==> config.mk <==
export PLATFORM = sky130hd
export DESIGN_NAME = ssio_ports
export DESIGN_NICKNAME = d
export VERILOG_FILES = /design/src/common/ssio_pkg.sv /design/src/verilog/ssio_pullup.sv /design/src/verilog/ssio_pin_mux.sv /design/src/verilog/ssio_ports.sv
export SDC_FILE = /design/constraint.sdc
export NUM_CORES = 1
export LEC_CHECK = 0
export BUFFER_PORTS_ARGS = -buffer_cell sky130_fd_sc_hd__buf_2
export CAP_MARGIN = 30
export CORE_UTILIZATION = 44
export DETAILED_ROUTE_END_ITERATION = 7
export PLACE_DENSITY = 0.77
export RECOVER_POWER = 25
export SYNTH_ARGS = -nofsm -noshare
export SYNTH_HDL_FRONTEND = slang
export SYNTH_SLANG_ARGS = --single-unit
==> constraint.sdc <==
create_clock -name clk_sys -period 1.6 [get_ports clk_sys]
set_input_delay 0.24 -clock clk_sys [delete_from_list [all_inputs] [get_ports clk_sys]]
set_output_delay 0.24 -clock clk_sys [all_outputs]
set_load 0.01 [all_outputs]
==> src/common/ssio_pkg.sv <==
// Shared constants for the shared segment I/O port block
package ssio_pkg;
	// Port width
	localparam int PORT_W = 8;
	// Bus and segment-select field widths
	localparam int ADDR_W = 16;
	localparam int DATA_W = 8;
	localparam int SGS_W  = 4;

	// Register byte addresses
	localparam logic [15:0] ADDR_LATCH6   = 16'hFFD9;
	localparam logic [15:0] ADDR_LATCH7   = 16'hFFDA;
	localparam logic [15:0] ADDR_PULLUP5  = 16'hFFE2;
	localparam logic [15:0] ADDR_PULLUP6  = 16'hFFE3;
	localparam logic [15:0] ADDR_DIR6     = 16'hFFE9;
	localparam logic [15:0] ADDR_DIR7     = 16'hFFEA;

	// Reset values
	localparam logic [7:0] RST_LATCH6  = 8'h00;
	localparam logic [7:0] RST_LATCH7  = 8'h00;
	localparam logic [7:0] RST_PULLUP5 = 8'h00;
	localparam logic [7:0] RST_PULLUP6 = 8'h00;
	localparam logic [7:0] RST_DIR6    = 8'h00;
	localparam logic [7:0] RST_DIR7    = 8'h00;
	localparam logic [7:0] RST_RDATA   = 8'h00;

	// Read answers that hold no stored state
	localparam logic [7:0] RD_WRITE_ONLY = 8'hFF;
	localparam logic [7:0] RD_UNMAPPED   = 8'h00;

	// Segment-select values below these free a port for general use
	localparam logic [3:0] GPIO_LIMIT6 = 4'h8;
	localparam logic [3:0] GPIO_LIMIT7 = 4'h4;

	// Bus access kinds
	typedef enum logic [1:0] {
		SSIO_ACC_IDLE,
		SSIO_ACC_WRITE,
		SSIO_ACC_READ
	} ssio_acc_t;
endpackage

==> src/verilog/ssio_pullup.sv <==
// Input pull-up control for one port
`timescale 1ns/100ps
module ssio_pullup #(
	parameter int WIDTH = 8
) (
	input  wire logic [WIDTH-1:0] direction,
	input  wire logic [WIDTH-1:0] enable,
	output logic      [WIDTH-1:0] pullup_on
);
	genvar i;

	// One pull-up per pin, on only for an input with enable set
	generate
		for (i = 0; i < WIDTH; i++) begin : g_bit
			// Output pins never pull up
			assign pullup_on[i] = ~direction[i] & enable[i];
		end
	endgenerate
endmodule

==> src/verilog/ssio_pin_mux.sv <==
// Pin driver select for one shared segment port
`timescale 1ns/100ps
module ssio_pin_mux #(
	parameter int WIDTH = 8
) (
	input  wire logic             gpio_free,
	input  wire logic             standby,
	input  wire logic [WIDTH-1:0] direction,
	input  wire logic [WIDTH-1:0] latch,
	input  wire logic [WIDTH-1:0] segment,
	input  wire logic [WIDTH-1:0] pullup_on,
	output logic      [WIDTH-1:0] pin_out,
	output logic      [WIDTH-1:0] pin_oe
);
	genvar i;

	// Per-pin choice between low power, segment and general use
	generate
		for (i = 0; i < WIDTH; i++) begin : g_pin
			always_comb begin
				if (standby) begin
					// Floating, or held high by the pull-up
					pin_out[i] = 1'b1;
					pin_oe[i]  = pullup_on[i];
				end else if (!gpio_free) begin
					// Segment owns the pin, port bits ignored
					pin_out[i] = segment[i];
					pin_oe[i]  = 1'b1;
				end else begin
					// General use: direction picks drive
					pin_out[i] = latch[i];
					pin_oe[i]  = direction[i];
				end
			end
		end
	endgenerate
endmodule

==> src/verilog/ssio_ports.sv <==
// Shared segment I/O ports: registers, read-back and pin control
//
// Functional notes
// - Output bit reads back the latch
// - Input bit reads back the pin
// - Direction one drives, zero receives
// - Port bits count only in general use
// - Second-port direction reads all ones
// - Reset clears latch, direction, pull-up enable
// - Pull-up only for enabled input pins
// - Pull-up enable register reads back
// - First-port pull-ups off after reset
// - First-port pull-up needs input and enable
// - Low power floats, pull-up drives high
// - Third-port read: latch or pin by direction
// - Third-port direction one drives, zero receives
// - Third-port bits count only in general use
// - Third-port direction reads all ones
// - Reset clears third-port latch and direction
//
// Chosen here: the plain strobed port.
`timescale 1ns/100ps
module ssio_ports #(
	parameter int PORT_W = ssio_pkg::PORT_W
) (
	input  wire logic                         clk_sys,
	input  wire logic                         reset,
	input  wire logic [ssio_pkg::ADDR_W-1:0]  bus_addr,
	input  wire logic [ssio_pkg::DATA_W-1:0]  bus_wdata,
	input  wire logic                         bus_write,
	input  wire logic                         bus_read,
	output logic      [ssio_pkg::DATA_W-1:0]  bus_rdata,
	input  wire logic [ssio_pkg::SGS_W-1:0]   segment_select_field,
	input  wire logic                         standby_mode,
	input  wire logic [PORT_W-1:0]            lcd_segment_output6,
	input  wire logic [PORT_W-1:0]            lcd_segment_output7,
	input  wire logic [PORT_W-1:0]            port5_direction,
	output logic      [PORT_W-1:0]            port5_pullup_on,
	output logic      [PORT_W-1:0]            port6_pullup_on,
	input  wire logic [PORT_W-1:0]            second_port_pin_in,
	output logic      [PORT_W-1:0]            second_port_pin_out,
	output logic      [PORT_W-1:0]            second_port_pin_oe,
	input  wire logic [PORT_W-1:0]            third_port_pin_in,
	output logic      [PORT_W-1:0]            third_port_pin_out,
	output logic      [PORT_W-1:0]            third_port_pin_oe
);
	// Stored port state
	logic [PORT_W-1:0]           port6_output_latch;  // Second-port data
	logic [PORT_W-1:0]           port7_output_latch;  // Third-port data
	logic [PORT_W-1:0]           port6_direction;     // Second-port direction
	logic [PORT_W-1:0]           port7_direction;     // Third-port direction
	logic [PORT_W-1:0]           port6_pullup_enable; // Second-port pull-ups
	logic [PORT_W-1:0]           port5_pullup_enable; // First-port pull-ups
	// Decoded bus access
	ssio_pkg::ssio_acc_t         access;              // Kind of this cycle
	logic [ssio_pkg::DATA_W-1:0] next_rdata;          // Read answer
	// Segment-select decode
	logic                        gpio_free6;          // Second port in general use
	logic                        gpio_free7;          // Third port in general use

	// True while the select field leaves the port's pins to general use
	function automatic logic ssio_gpio_free(
		input logic [ssio_pkg::SGS_W-1:0] sgs,
		input logic [ssio_pkg::SGS_W-1:0] limit
	);
		ssio_gpio_free = (sgs < limit);
	endfunction

	// Mixed read-back: latch for output bits, pin for input bits
	function automatic logic [PORT_W-1:0] ssio_port_read(
		input logic [PORT_W-1:0] dir,
		input logic [PORT_W-1:0] latch,
		input logic [PORT_W-1:0] pin
	);
		ssio_port_read = (dir & latch) | (~dir & pin);
	endfunction

	// Classify the bus cycle; strobes never come together
	always_comb begin
		if (bus_write) begin
			access = ssio_pkg::SSIO_ACC_WRITE;
		end else if (bus_read) begin
			access = ssio_pkg::SSIO_ACC_READ;
		end else begin
			access = ssio_pkg::SSIO_ACC_IDLE;
		end
	end

	// Port ownership from the segment-select field
	assign gpio_free6 = ssio_gpio_free(segment_select_field, ssio_pkg::GPIO_LIMIT6);
	assign gpio_free7 = ssio_gpio_free(segment_select_field, ssio_pkg::GPIO_LIMIT7);

	// Second-port data latch
	always_ff @(posedge clk_sys or posedge reset) begin
		if (reset) begin
			port6_output_latch <= ssio_pkg::RST_LATCH6;
		end else if (access == ssio_pkg::SSIO_ACC_WRITE
			&& bus_addr == ssio_pkg::ADDR_LATCH6) begin
			// Stored even while segments own the pins
			port6_output_latch <= bus_wdata;
		end
	end

	// Third-port data latch
	always_ff @(posedge clk_sys or posedge reset) begin
		if (reset) begin
			port7_output_latch <= ssio_pkg::RST_LATCH7;
		end else if (access == ssio_pkg::SSIO_ACC_WRITE
			&& bus_addr == ssio_pkg::ADDR_LATCH7) begin
			port7_output_latch <= bus_wdata;
		end
	end

	// Second-port direction, write only
	always_ff @(posedge clk_sys or posedge reset) begin
		if (reset) begin
			port6_direction <= ssio_pkg::RST_DIR6;
		end else if (access == ssio_pkg::SSIO_ACC_WRITE
			&& bus_addr == ssio_pkg::ADDR_DIR6) begin
			// Each bit acts on its own pin
			port6_direction <= bus_wdata;
		end
	end

	// Third-port direction, write only
	always_ff @(posedge clk_sys or posedge reset) begin
		if (reset) begin
			port7_direction <= ssio_pkg::RST_DIR7;
		end else if (access == ssio_pkg::SSIO_ACC_WRITE
			&& bus_addr == ssio_pkg::ADDR_DIR7) begin
			port7_direction <= bus_wdata;
		end
	end

	// Second-port pull-up enables
	always_ff @(posedge clk_sys or posedge reset) begin
		if (reset) begin
			port6_pullup_enable <= ssio_pkg::RST_PULLUP6;
		end else if (access == ssio_pkg::SSIO_ACC_WRITE
			&& bus_addr == ssio_pkg::ADDR_PULLUP6) begin
			port6_pullup_enable <= bus_wdata;
		end
	end

	// First-port pull-up enables; first port's own logic lives elsewhere
	always_ff @(posedge clk_sys or posedge reset) begin
		if (reset) begin
			// All first-port pull-ups start off
			port5_pullup_enable <= ssio_pkg::RST_PULLUP5;
		end else if (access == ssio_pkg::SSIO_ACC_WRITE
			&& bus_addr == ssio_pkg::ADDR_PULLUP5) begin
			port5_pullup_enable <= bus_wdata;
		end
	end

	// Read answer for the addressed location
	always_comb begin
		case (bus_addr)
			ssio_pkg::ADDR_LATCH6: begin
				// Pins sampled directly; they are synchronous
				next_rdata = ssio_port_read(port6_direction,
					port6_output_latch, second_port_pin_in);
			end
			ssio_pkg::ADDR_LATCH7: begin
				next_rdata = ssio_port_read(port7_direction,
					port7_output_latch, third_port_pin_in);
			end
			ssio_pkg::ADDR_PULLUP6: begin
				next_rdata = port6_pullup_enable;
			end
			ssio_pkg::ADDR_PULLUP5: begin
				next_rdata = port5_pullup_enable;
			end
			ssio_pkg::ADDR_DIR6: begin
				// Direction is not readable
				next_rdata = ssio_pkg::RD_WRITE_ONLY;
			end
			ssio_pkg::ADDR_DIR7: begin
				next_rdata = ssio_pkg::RD_WRITE_ONLY;
			end
			default: begin
				// Unmapped location
				next_rdata = ssio_pkg::RD_UNMAPPED;
			end
		endcase
	end

	// Read data stands only in the cycle after the strobe
	always_ff @(posedge clk_sys or posedge reset) begin
		if (reset) begin
			bus_rdata <= ssio_pkg::RST_RDATA;
		end else if (access == ssio_pkg::SSIO_ACC_READ) begin
			bus_rdata <= next_rdata;
		end else begin
			bus_rdata <= ssio_pkg::RD_UNMAPPED;
		end
	end

	// First-port pull-ups from its direction and enables
	ssio_pullup #(
		.WIDTH     (PORT_W)
	) u_pullup5 (
		.direction (port5_direction),
		.enable    (port5_pullup_enable),
		.pullup_on (port5_pullup_on)
	);

	// Second-port pull-ups
	ssio_pullup #(
		.WIDTH     (PORT_W)
	) u_pullup6 (
		.direction (port6_direction),
		.enable    (port6_pullup_enable),
		.pullup_on (port6_pullup_on)
	);

	// Second-port pin driver, pull-up holds pin in low power
	ssio_pin_mux #(
		.WIDTH     (PORT_W)
	) u_mux6 (
		.gpio_free (gpio_free6),
		.standby   (standby_mode),
		.direction (port6_direction),
		.latch     (port6_output_latch),
		.segment   (lcd_segment_output6),
		.pullup_on (port6_pullup_on),
		.pin_out   (second_port_pin_out),
		.pin_oe    (second_port_pin_oe)
	);

	// Third-port pin driver; no pull-ups on this port
	ssio_pin_mux #(
		.WIDTH     (PORT_W)
	) u_mux7 (
		.gpio_free (gpio_free7),
		.standby   (standby_mode),
		.direction (port7_direction),
		.latch     (port7_output_latch),
		.segment   (lcd_segment_output7),
		.pullup_on ({PORT_W{1'b0}}),
		.pin_out   (third_port_pin_out),
		.pin_oe    (third_port_pin_oe)
	);

	// Second-port direction location answers all ones
	dir6_read_ones_a:
	assert property (@(posedge clk_sys) disable iff (reset)
		bus_read && bus_addr == ssio_pkg::ADDR_DIR6 |=> bus_rdata == 8'hFF)
	else $error("second-port direction read not all ones");

	// Third-port direction location answers all ones
	dir7_read_ones_a:
	assert property (@(posedge clk_sys) disable iff (reset)
		bus_read && bus_addr == ssio_pkg::ADDR_DIR7 |=> bus_rdata == 8'hFF)
	else $error("third-port direction read not all ones");

	// Second-port read mixes latch and pin by direction
	port6_read_mix_a:
	assert property (@(posedge clk_sys) disable iff (reset)
		bus_read && bus_addr == ssio_pkg::ADDR_LATCH6 |=>
		bus_rdata == (($past(port6_direction) & $past(port6_output_latch))
		| (~$past(port6_direction) & $past(second_port_pin_in))))
	else $error("second-port read-back wrong");

	// Third-port read mixes latch and pin by direction
	port7_read_mix_a:
	assert property (@(posedge clk_sys) disable iff (reset)
		bus_read && bus_addr == ssio_pkg::ADDR_LATCH7 |=>
		bus_rdata == (($past(port7_direction) & $past(port7_output_latch))
		| (~$past(port7_direction) & $past(third_port_pin_in))))
	else $error("third-port read-back wrong");

	// Written latch value is present on the next edge
	latch_write_lands_a:
	assert property (@(posedge clk_sys) disable iff (reset)
		bus_write && bus_addr == ssio_pkg::ADDR_LATCH6 |=>
		port6_output_latch == $past(bus_wdata))
	else $error("second-port latch write lost");

	// Pull-up enable reads back what was written
	pullup_readback_a:
	assert property (@(posedge clk_sys) disable iff (reset)
		bus_write && bus_addr == ssio_pkg::ADDR_PULLUP6 ##1
		bus_read && bus_addr == ssio_pkg::ADDR_PULLUP6 |=>
		bus_rdata == $past(bus_wdata, 2))
	else $error("pull-up enable read-back wrong");

	// Second-port pull-up never on an output pin
	pullup6_input_a:
	assert property (@(posedge clk_sys) disable iff (reset)
		(port6_pullup_on & port6_direction) == 8'h00
		&& (port6_pullup_on | ~port6_pullup_enable | port6_direction) == 8'hFF)
	else $error("second-port pull-up gating wrong");

	// First-port pull-up only for enabled inputs
	pullup5_input_a:
	assert property (@(posedge clk_sys) disable iff (reset)
		port5_pullup_on == (~port5_direction & port5_pullup_enable))
	else $error("first-port pull-up gating wrong");

	// Registers are clear right after reset release
	reset_clear_a:
	assert property (@(posedge clk_sys) disable iff (reset)
		$past(reset) && !$past(bus_write) |->
		port6_output_latch == 8'h00 && port6_direction == 8'h00
		&& port6_pullup_enable == 8'h00 && port7_output_latch == 8'h00
		&& port7_direction == 8'h00 && port5_pullup_on == 8'h00)
	else $error("registers not clear after reset");

	// Segment ownership drives all third-port pins from the segments
	segment_owns_a:
	assert property (@(posedge clk_sys) disable iff (reset)
		!standby_mode && segment_select_field >= 4'h4 |->
		third_port_pin_oe == 8'hFF && third_port_pin_out == lcd_segment_output7)
	else $error("segment pins not driven by segments");

	// General use: third-port enable follows direction
	gpio7_drive_a:
	assert property (@(posedge clk_sys) disable iff (reset)
		!standby_mode && segment_select_field < 4'h4 |->
		third_port_pin_oe == port7_direction
		&& ((third_port_pin_out ^ port7_output_latch) & port7_direction) == 8'h00)
	else $error("third-port drive does not follow direction");

	// Low power: second port floats unless pulled high
	standby_float_a:
	assert property (@(posedge clk_sys) disable iff (reset)
		standby_mode |-> second_port_pin_oe == port6_pullup_on
		&& second_port_pin_out == 8'hFF)
	else $error("second-port low-power state wrong");
endmodule

Word level (Yosys, flattened, before mapping)
Index checks and enable logic that the tools add are counted.
- flip-flop bits (word level): 56
- latch bits: 0
- RAM bits: 0
- ROM bits: 0
- bits of input ports: 73
- output and inout bits: 56
- logic and storage cells: 132
- memories: 0
- add/subtract/negate cells: 0
- $mul: 0
- divide/modulo/power cells: 0
- order comparisons: 2
- eq/ne operators: 8
- shift operators: 0
- multiplexer cells: 68
- bitwise gates (word level): 40
- reductions and logical operators: 7
- operator list (cell ; count):
    16-bit equality test (second input constant) ; 6
    1-bit two-way mux ; 64
    8-bit case mux with 5 select lines ; 1
    8-bit AND ; 4
    1-bit AND ; 16
    1-bit NOT ; 16
    8-bit NOT ; 2
    8-bit OR ; 2
    8-bit two-way mux ; 1
    1-bit logical AND ; 6
    4-bit by 3-bit < comparator with 1-bit output (second input constant) ; 1
    4-bit < comparator (second input constant) ; 1
    2-bit two-way mux ; 2
    2-bit by 1-bit equality test with 1-bit output (second input constant) ; 1
    2-bit equality test (second input constant) ; 1
    2-bit OR reduction ; 1

Longest topological paths before layout
- word-level depth: 5
- depth in mapped cells: 6
- mapped depth without buffers: 4

Hierarchy
Synthesis repeated with hierarchy kept, for this count alone.
- cell total of the unflattened synthesis: 313
- area total of the unflattened synthesis: 3485.8 µm²
- by module, submodules not included (module ; instances ; cells each ; area an instance (µm²) ; sequential area each (µm²)):
    ssio_ports ; 1 ; 221 ; 2720.1 ; 1401.3
    ssio_pin_mux ; 2 ; 38 ; 272.8 ; 0.0
    ssio_pullup ; 2 ; 8 ; 110.1 ; 0.0

Worst setup path before layout
No wires, ideal clock.
- kind: input to register
- start point: input bus_addr[4] in the netlist's numbering
- end point: register port5_pullup_enable[0]
- setup time: 0.125 ns
- data arrival time: 1.572 ns
- data required time: 1.475 ns
- setup slack: -0.098 ns
- stages: 5
- path buffers: 1
- cells stage by stage: and4b_1 > nand3_1 > or4b_1 > buf_4 > mux2_4
- longest elaborated chain between the ends: 2
- ends and longest elaborated chain (what ; RTL line ; text):
    start: declaration ; ssio_ports.sv:28 ; input wire logic [ssio_pkg::ADDR_W-1:0] bus_addr,
    16-bit equality test ; ssio_ports.sv:151 ; && bus_addr == ssio_pkg::ADDR_PULLUP5) begin
    1-bit logical AND ; ssio_ports.sv:151 ;
    end signal: assignment ; ssio_ports.sv:149 ; port5_pullup_enable <= ssio_pkg::RST_PULLUP5;
    end signal: assignment ; ssio_ports.sv:152 ; port5_pullup_enable <= bus_wdata;
    end: declaration ; ssio_ports.sv:53 ; logic [PORT_W-1:0] port5_pullup_enable;
No other way between the ends.
A chain may end at the register's enable or synchronous reset.

Final worst setup path
- start point: register port6_direction[2]
- end point: output second_port_pin_oe[2]
- longest elaborated chain between the ends: 3
- elaborated cells between the ends (all ways): 4
- classes of those cells: mux: 2; bitwise: 2
- ends and longest elaborated chain (what ; RTL line ; text):
    start: declaration ; ssio_ports.sv:50 ; logic [PORT_W-1:0] port6_direction;
    start signal: assignment ; ssio_ports.sv:117 ; port6_direction <= ssio_pkg::RST_DIR6;
    start signal: assignment ; ssio_ports.sv:121 ; port6_direction <= bus_wdata;
    1-bit NOT ; ssio_pullup.sv:16 ; assign pullup_on[i] = ~direction[i] & enable[i];
    1-bit AND ; ssio_pullup.sv:16 ;
    1-bit two-way mux (*) ; ssio_pin_mux.sv:21 ; if (standby) begin
    end: declaration ; ssio_ports.sv:42 ; output logic [PORT_W-1:0] second_port_pin_oe,
Every way passes the cells marked *; elsewhere a longest branch is shown, timed or not.

==> impl_summary.log <==
[metrics] relative contribution of sequential cells to total power: 0.532
[metrics] synthesis-stage register bit count: 56
[metrics] top cells by area, synth: dfrtp_1 (44%), mux2_2 (11%), mux2i_1 (7.5%)
[metrics] signed area change from the synthesized netlist to the final layout: 33.35%
[metrics] overall via count from detail_route: 2,983
[metrics] horizontal extent of the die: 87.29 um
[metrics] peak-usage layer in the global routing report: met2
[metrics] Ant. Diodes: 0
[metrics] Avg WL per Cell: 16.53 um
[metrics] number of hold violations in the final report: 0
[metrics] CP Data Required Time: 1.36 ns
[metrics] total cell area at the placement stage: 4170 sq um
[metrics] Post-Layout Inst Area: 4268 sq um
[metrics] Cells after DPL: 543
[metrics] commonest register cell after synthesis: dfrtp_1
[metrics] switching power total: 0.0007051 W
[metrics] netlist area before placement: 3201 sq um
[metrics] overflow left after global routing: 0
[metrics] Clk network pwr share: 0.306
[metrics] floorplan die height: 87.29 um
[metrics] initial detailed-routing violation count: 157
[metrics] share of post-route cells with drive strength above 1: 0.4813
[metrics] Period minus WS final: 1.527 ns
[metrics] global-route track usage on met1: 0.2936
[metrics] Net Sw Frac: 0.2651
[metrics] Post-synth EDFFs: 0
[metrics] nets@finish: 528
[metrics] fraction of the cycle the final worst path needs: 0.9542
[metrics] number of design rule violations left after detail routing: 0
[metrics] sort of element at the end of the critical path: primary output
[metrics] library cell with the largest summed area after synthesis: dfrtp_1
[metrics] count of input and output buffers: 126
[metrics] unrepaired setup endpoints after global routing: no
[metrics] Clock Latency Late Sink: 0.32 ns
[metrics] IR drop worst, VDD: 310.6 uV
[metrics] Detailed Route WL: 9.106 mm
[metrics] data arrival time at the worst-slack endpoint: 1.29 ns
[metrics] Synth top cells by count: dfrtp_1 (56), nand2_1 (33), mux2_2 (32)
[metrics] wire length of the first global-routing pass: 14.00 mm
[metrics] number of failing setup endpoints in the final timing report: 0
[metrics] TritonCTS clock tree: done
[metrics] net count of the mapped netlist: 378
[metrics] effective utilization at floorplan: 0.4634
[metrics] met2 usage: 0.4325
[metrics] DIE AREA: 7619 sq um
[metrics] number of placement rows: 30
[metrics] Yosys warning total: 0
[metrics] category of the worst setup path launch point: register
[metrics] max capacitance violation total: 0
[metrics] RePlAce Congestion: 0.8544
[metrics] met3 usage in global routing: 0.04834
[metrics] Static Leakage: 2.298 nW
[metrics] Seq/Total Area, Yosys: 0.4378
[metrics] cell with the most instances after synthesis: dfrtp_1
[metrics] Max FO, Critical Path: 4
[metrics] initial antenna violation count: 0
[metrics] Hold WC Path Type: primary input to register
[metrics] Detailed Place HPWL: 7.013 mm
[metrics] post-route clock skew: 0.01535 ns
[metrics] H-tree depth reported by CTS: 2
[metrics] buffer count from post-CTS setup fixing: 0
[metrics] max-slew violation count: 0
[metrics] number of buffers on the longest clock path: 2
[metrics] relative slew slack: 0.4356
[metrics] I/O pins: 129
[metrics] internal portion of total power: 0.001955 W
[metrics] largest net degree at the start of global routing: 35
[metrics] startpoint-to-endpoint class of the critical path: register to primary output
[metrics] CTS Sinks: 56
[metrics] Max Fclk: 655.0 MHz
[metrics] Num CTS Buffers: 5
[metrics] slew at the pin closest to its max-slew limit: 0.8466 ns
[metrics] Post-synth ARST share: 1.000
[metrics] routed vias/inst: 5.414
[metrics] overall global routing resource usage: 0.2421
[metrics] status: finished, final reports clean
[metrics] clock transition at the registers of the reported paths: 0.10 ns
[metrics] final instance count without filler cells: 551
[metrics] Combinational Power Share: 0.162
[metrics] clock tree root driver cell: clkbuf_8
[metrics] final standard cell utilization of the core: 0.6179
[metrics] number of global-route vias before repair: 2,972
[metrics] Antenna Nets Post-Route: 0
[metrics] post-synth cell types: 32
[metrics] average size of a mapped cell: 10.49 sq um
[metrics] sum of negative setup slack: 0 ns
[metrics] share of the synthesized area in the top cell type: 0.4378
[metrics] power per standard cell area: 623.2 nW/um^2
[metrics] Core Box Area: 6907 sq um
[metrics] synthesized instance count: 305
[metrics] drt pass-1 iters: 4
through the flow:
| step | worst slack, ns | hold slack, ns | power (W) |
|---|---|---|---|
| after floorplan | -0.04812 | 0.3205 | 0.001636 |
| after global placement | -0.1861 | 0.3305 | 0.001861 |
| after detailed placement | -0.2055 | 0.3400 | 0.001872 |
| after CTS | 0.04744 | 0.2526 | 0.002670 |
| after global routing | 0.05816 | 0.2579 | 0.002771 |
| final | 0.07325 | 0.2472 | 0.002660 |
cell families (layout without fill, tap and decap cells):
group,count (synthesis),after routing,share of synthesized area
XOR/XNOR,1,1,0.002737
multiplexers,72,72,0.2627
AND/OR/NAND/NOR,107,107,0.1783
buffers and inverters,20,170,0.02619
AO/OA/AOI/OAI,49,49,0.09226
flip-flops,56,56,0.4378
flip-flops by register name, summed over array words and instances (netlist names):
| name | cells |
|---|---|
| port6_direction | 8 |
| port5_pullup_enable | 8 |
| port6_pullup_enable | 8 |
| port7_output_latch | 8 |
| port6_output_latch | 8 |
| bus_rdata | 8 |
| port7_direction | 8 |
metal layers:
| metal | routed length [um] | vias to the layer above |
|---|---|---|
| met5 | 0 | - |
| met2 | 4591 | 122 |
| met1 | 3735 | 1445 |
| met4 | 143 | 0 |
| met3 | 635 | 15 |
| li1 | - | 1401 |
cell type report:
| class | instances | area [sq um] |
|---|---|---|
| timing repair buffer | 160 | 919.6 |
| tap | 96 | 120.1 |
| sequential | 56 | 1401 |
| fill | 608 | 2639 |
| clock buffer | 6 | 82.58 |
| clock inverter | 1 | 8.758 |
| multi-input combinational | 229 | 1720 |
| inverter | 3 | 15.01 |
layout by cell type, fill, tap and decap left out, types with 2 or more instances in the layout:
| master | Yosys | routed |
|---|---|---|
| o21ai_0 | 16 | 16 |
| inv_1 | 3 | 2 |
| o22ai_1 | 16 | 16 |
| clkbuf_8 | 0 | 6 |
| mux2i_1 | 24 | 24 |
| or2_2 | 2 | 2 |
| a21oi_1 | 9 | 9 |
| nor2_1 | 18 | 17 |
| nand4_1 | 7 | 7 |
| nand2_1 | 33 | 33 |
| mux2_4 | 16 | 16 |
| nor2b_1 | 16 | 15 |
| buf_4 | 2 | 28 |
| dfrtp_1 | 56 | 56 |
| mux2_2 | 32 | 32 |
| nand3_1 | 9 | 9 |
| buf_12 | 0 | 3 |
| o22a_1 | 8 | 8 |
| clkbuf_2 | 0 | 2 |
| buf_2 | 1 | 125 |
| and3_1 | 8 | 8 |
| or4b_1 | 2 | 2 |
| and4b_1 | 3 | 3 |
timing repair:
action | in CTS | in global routing
hold endpoints to repair | 22 | 0
gates resized for setup | 0 | 1
setup endpoints to repair | 0 | 1
hold buffers | 1 | 0
final timing paths:
kind / startpoint / endpoint / slack (ns) / cells after the start
max: port6_direction[2] / second_port_pin_oe[2] / 0.07 / 3
min: bus_wdata[0] / port6_output_latch[0] / 0.25 / 2
max reg2reg: port5_pullup_enable[0] / bus_rdata[0] / 0.45 / 4
min reg2reg: port5_pullup_enable[6] / port5_pullup_enable[6] / 0.55 / 1
max in group asynchronous: reset / port5_pullup_enable[6] / 0.32 / 4
min in group asynchronous: reset / port7_output_latch[2] / 0.62 / 4
power groups by stage:
stage	clock network [W]	registers, W	logic (W)
after floorplan	0	0.00144	0.000193
after global placement	0	0.00144	0.000418
after detailed placement	0	0.00144	0.000429
after CTS	0.000820	0.00141	0.000434
after global routing	0.000883	0.00142	0.000473
final	0.000813	0.00142	0.000431
worst max-delay path: stages, from the launching register on:
cell and delay, ns:
dfrtp_1 0.44, nor2b_2 0.19, o22a_1 0.20, buf_2 0.14
No activity file was read; power rests on OpenSTA's default activity.
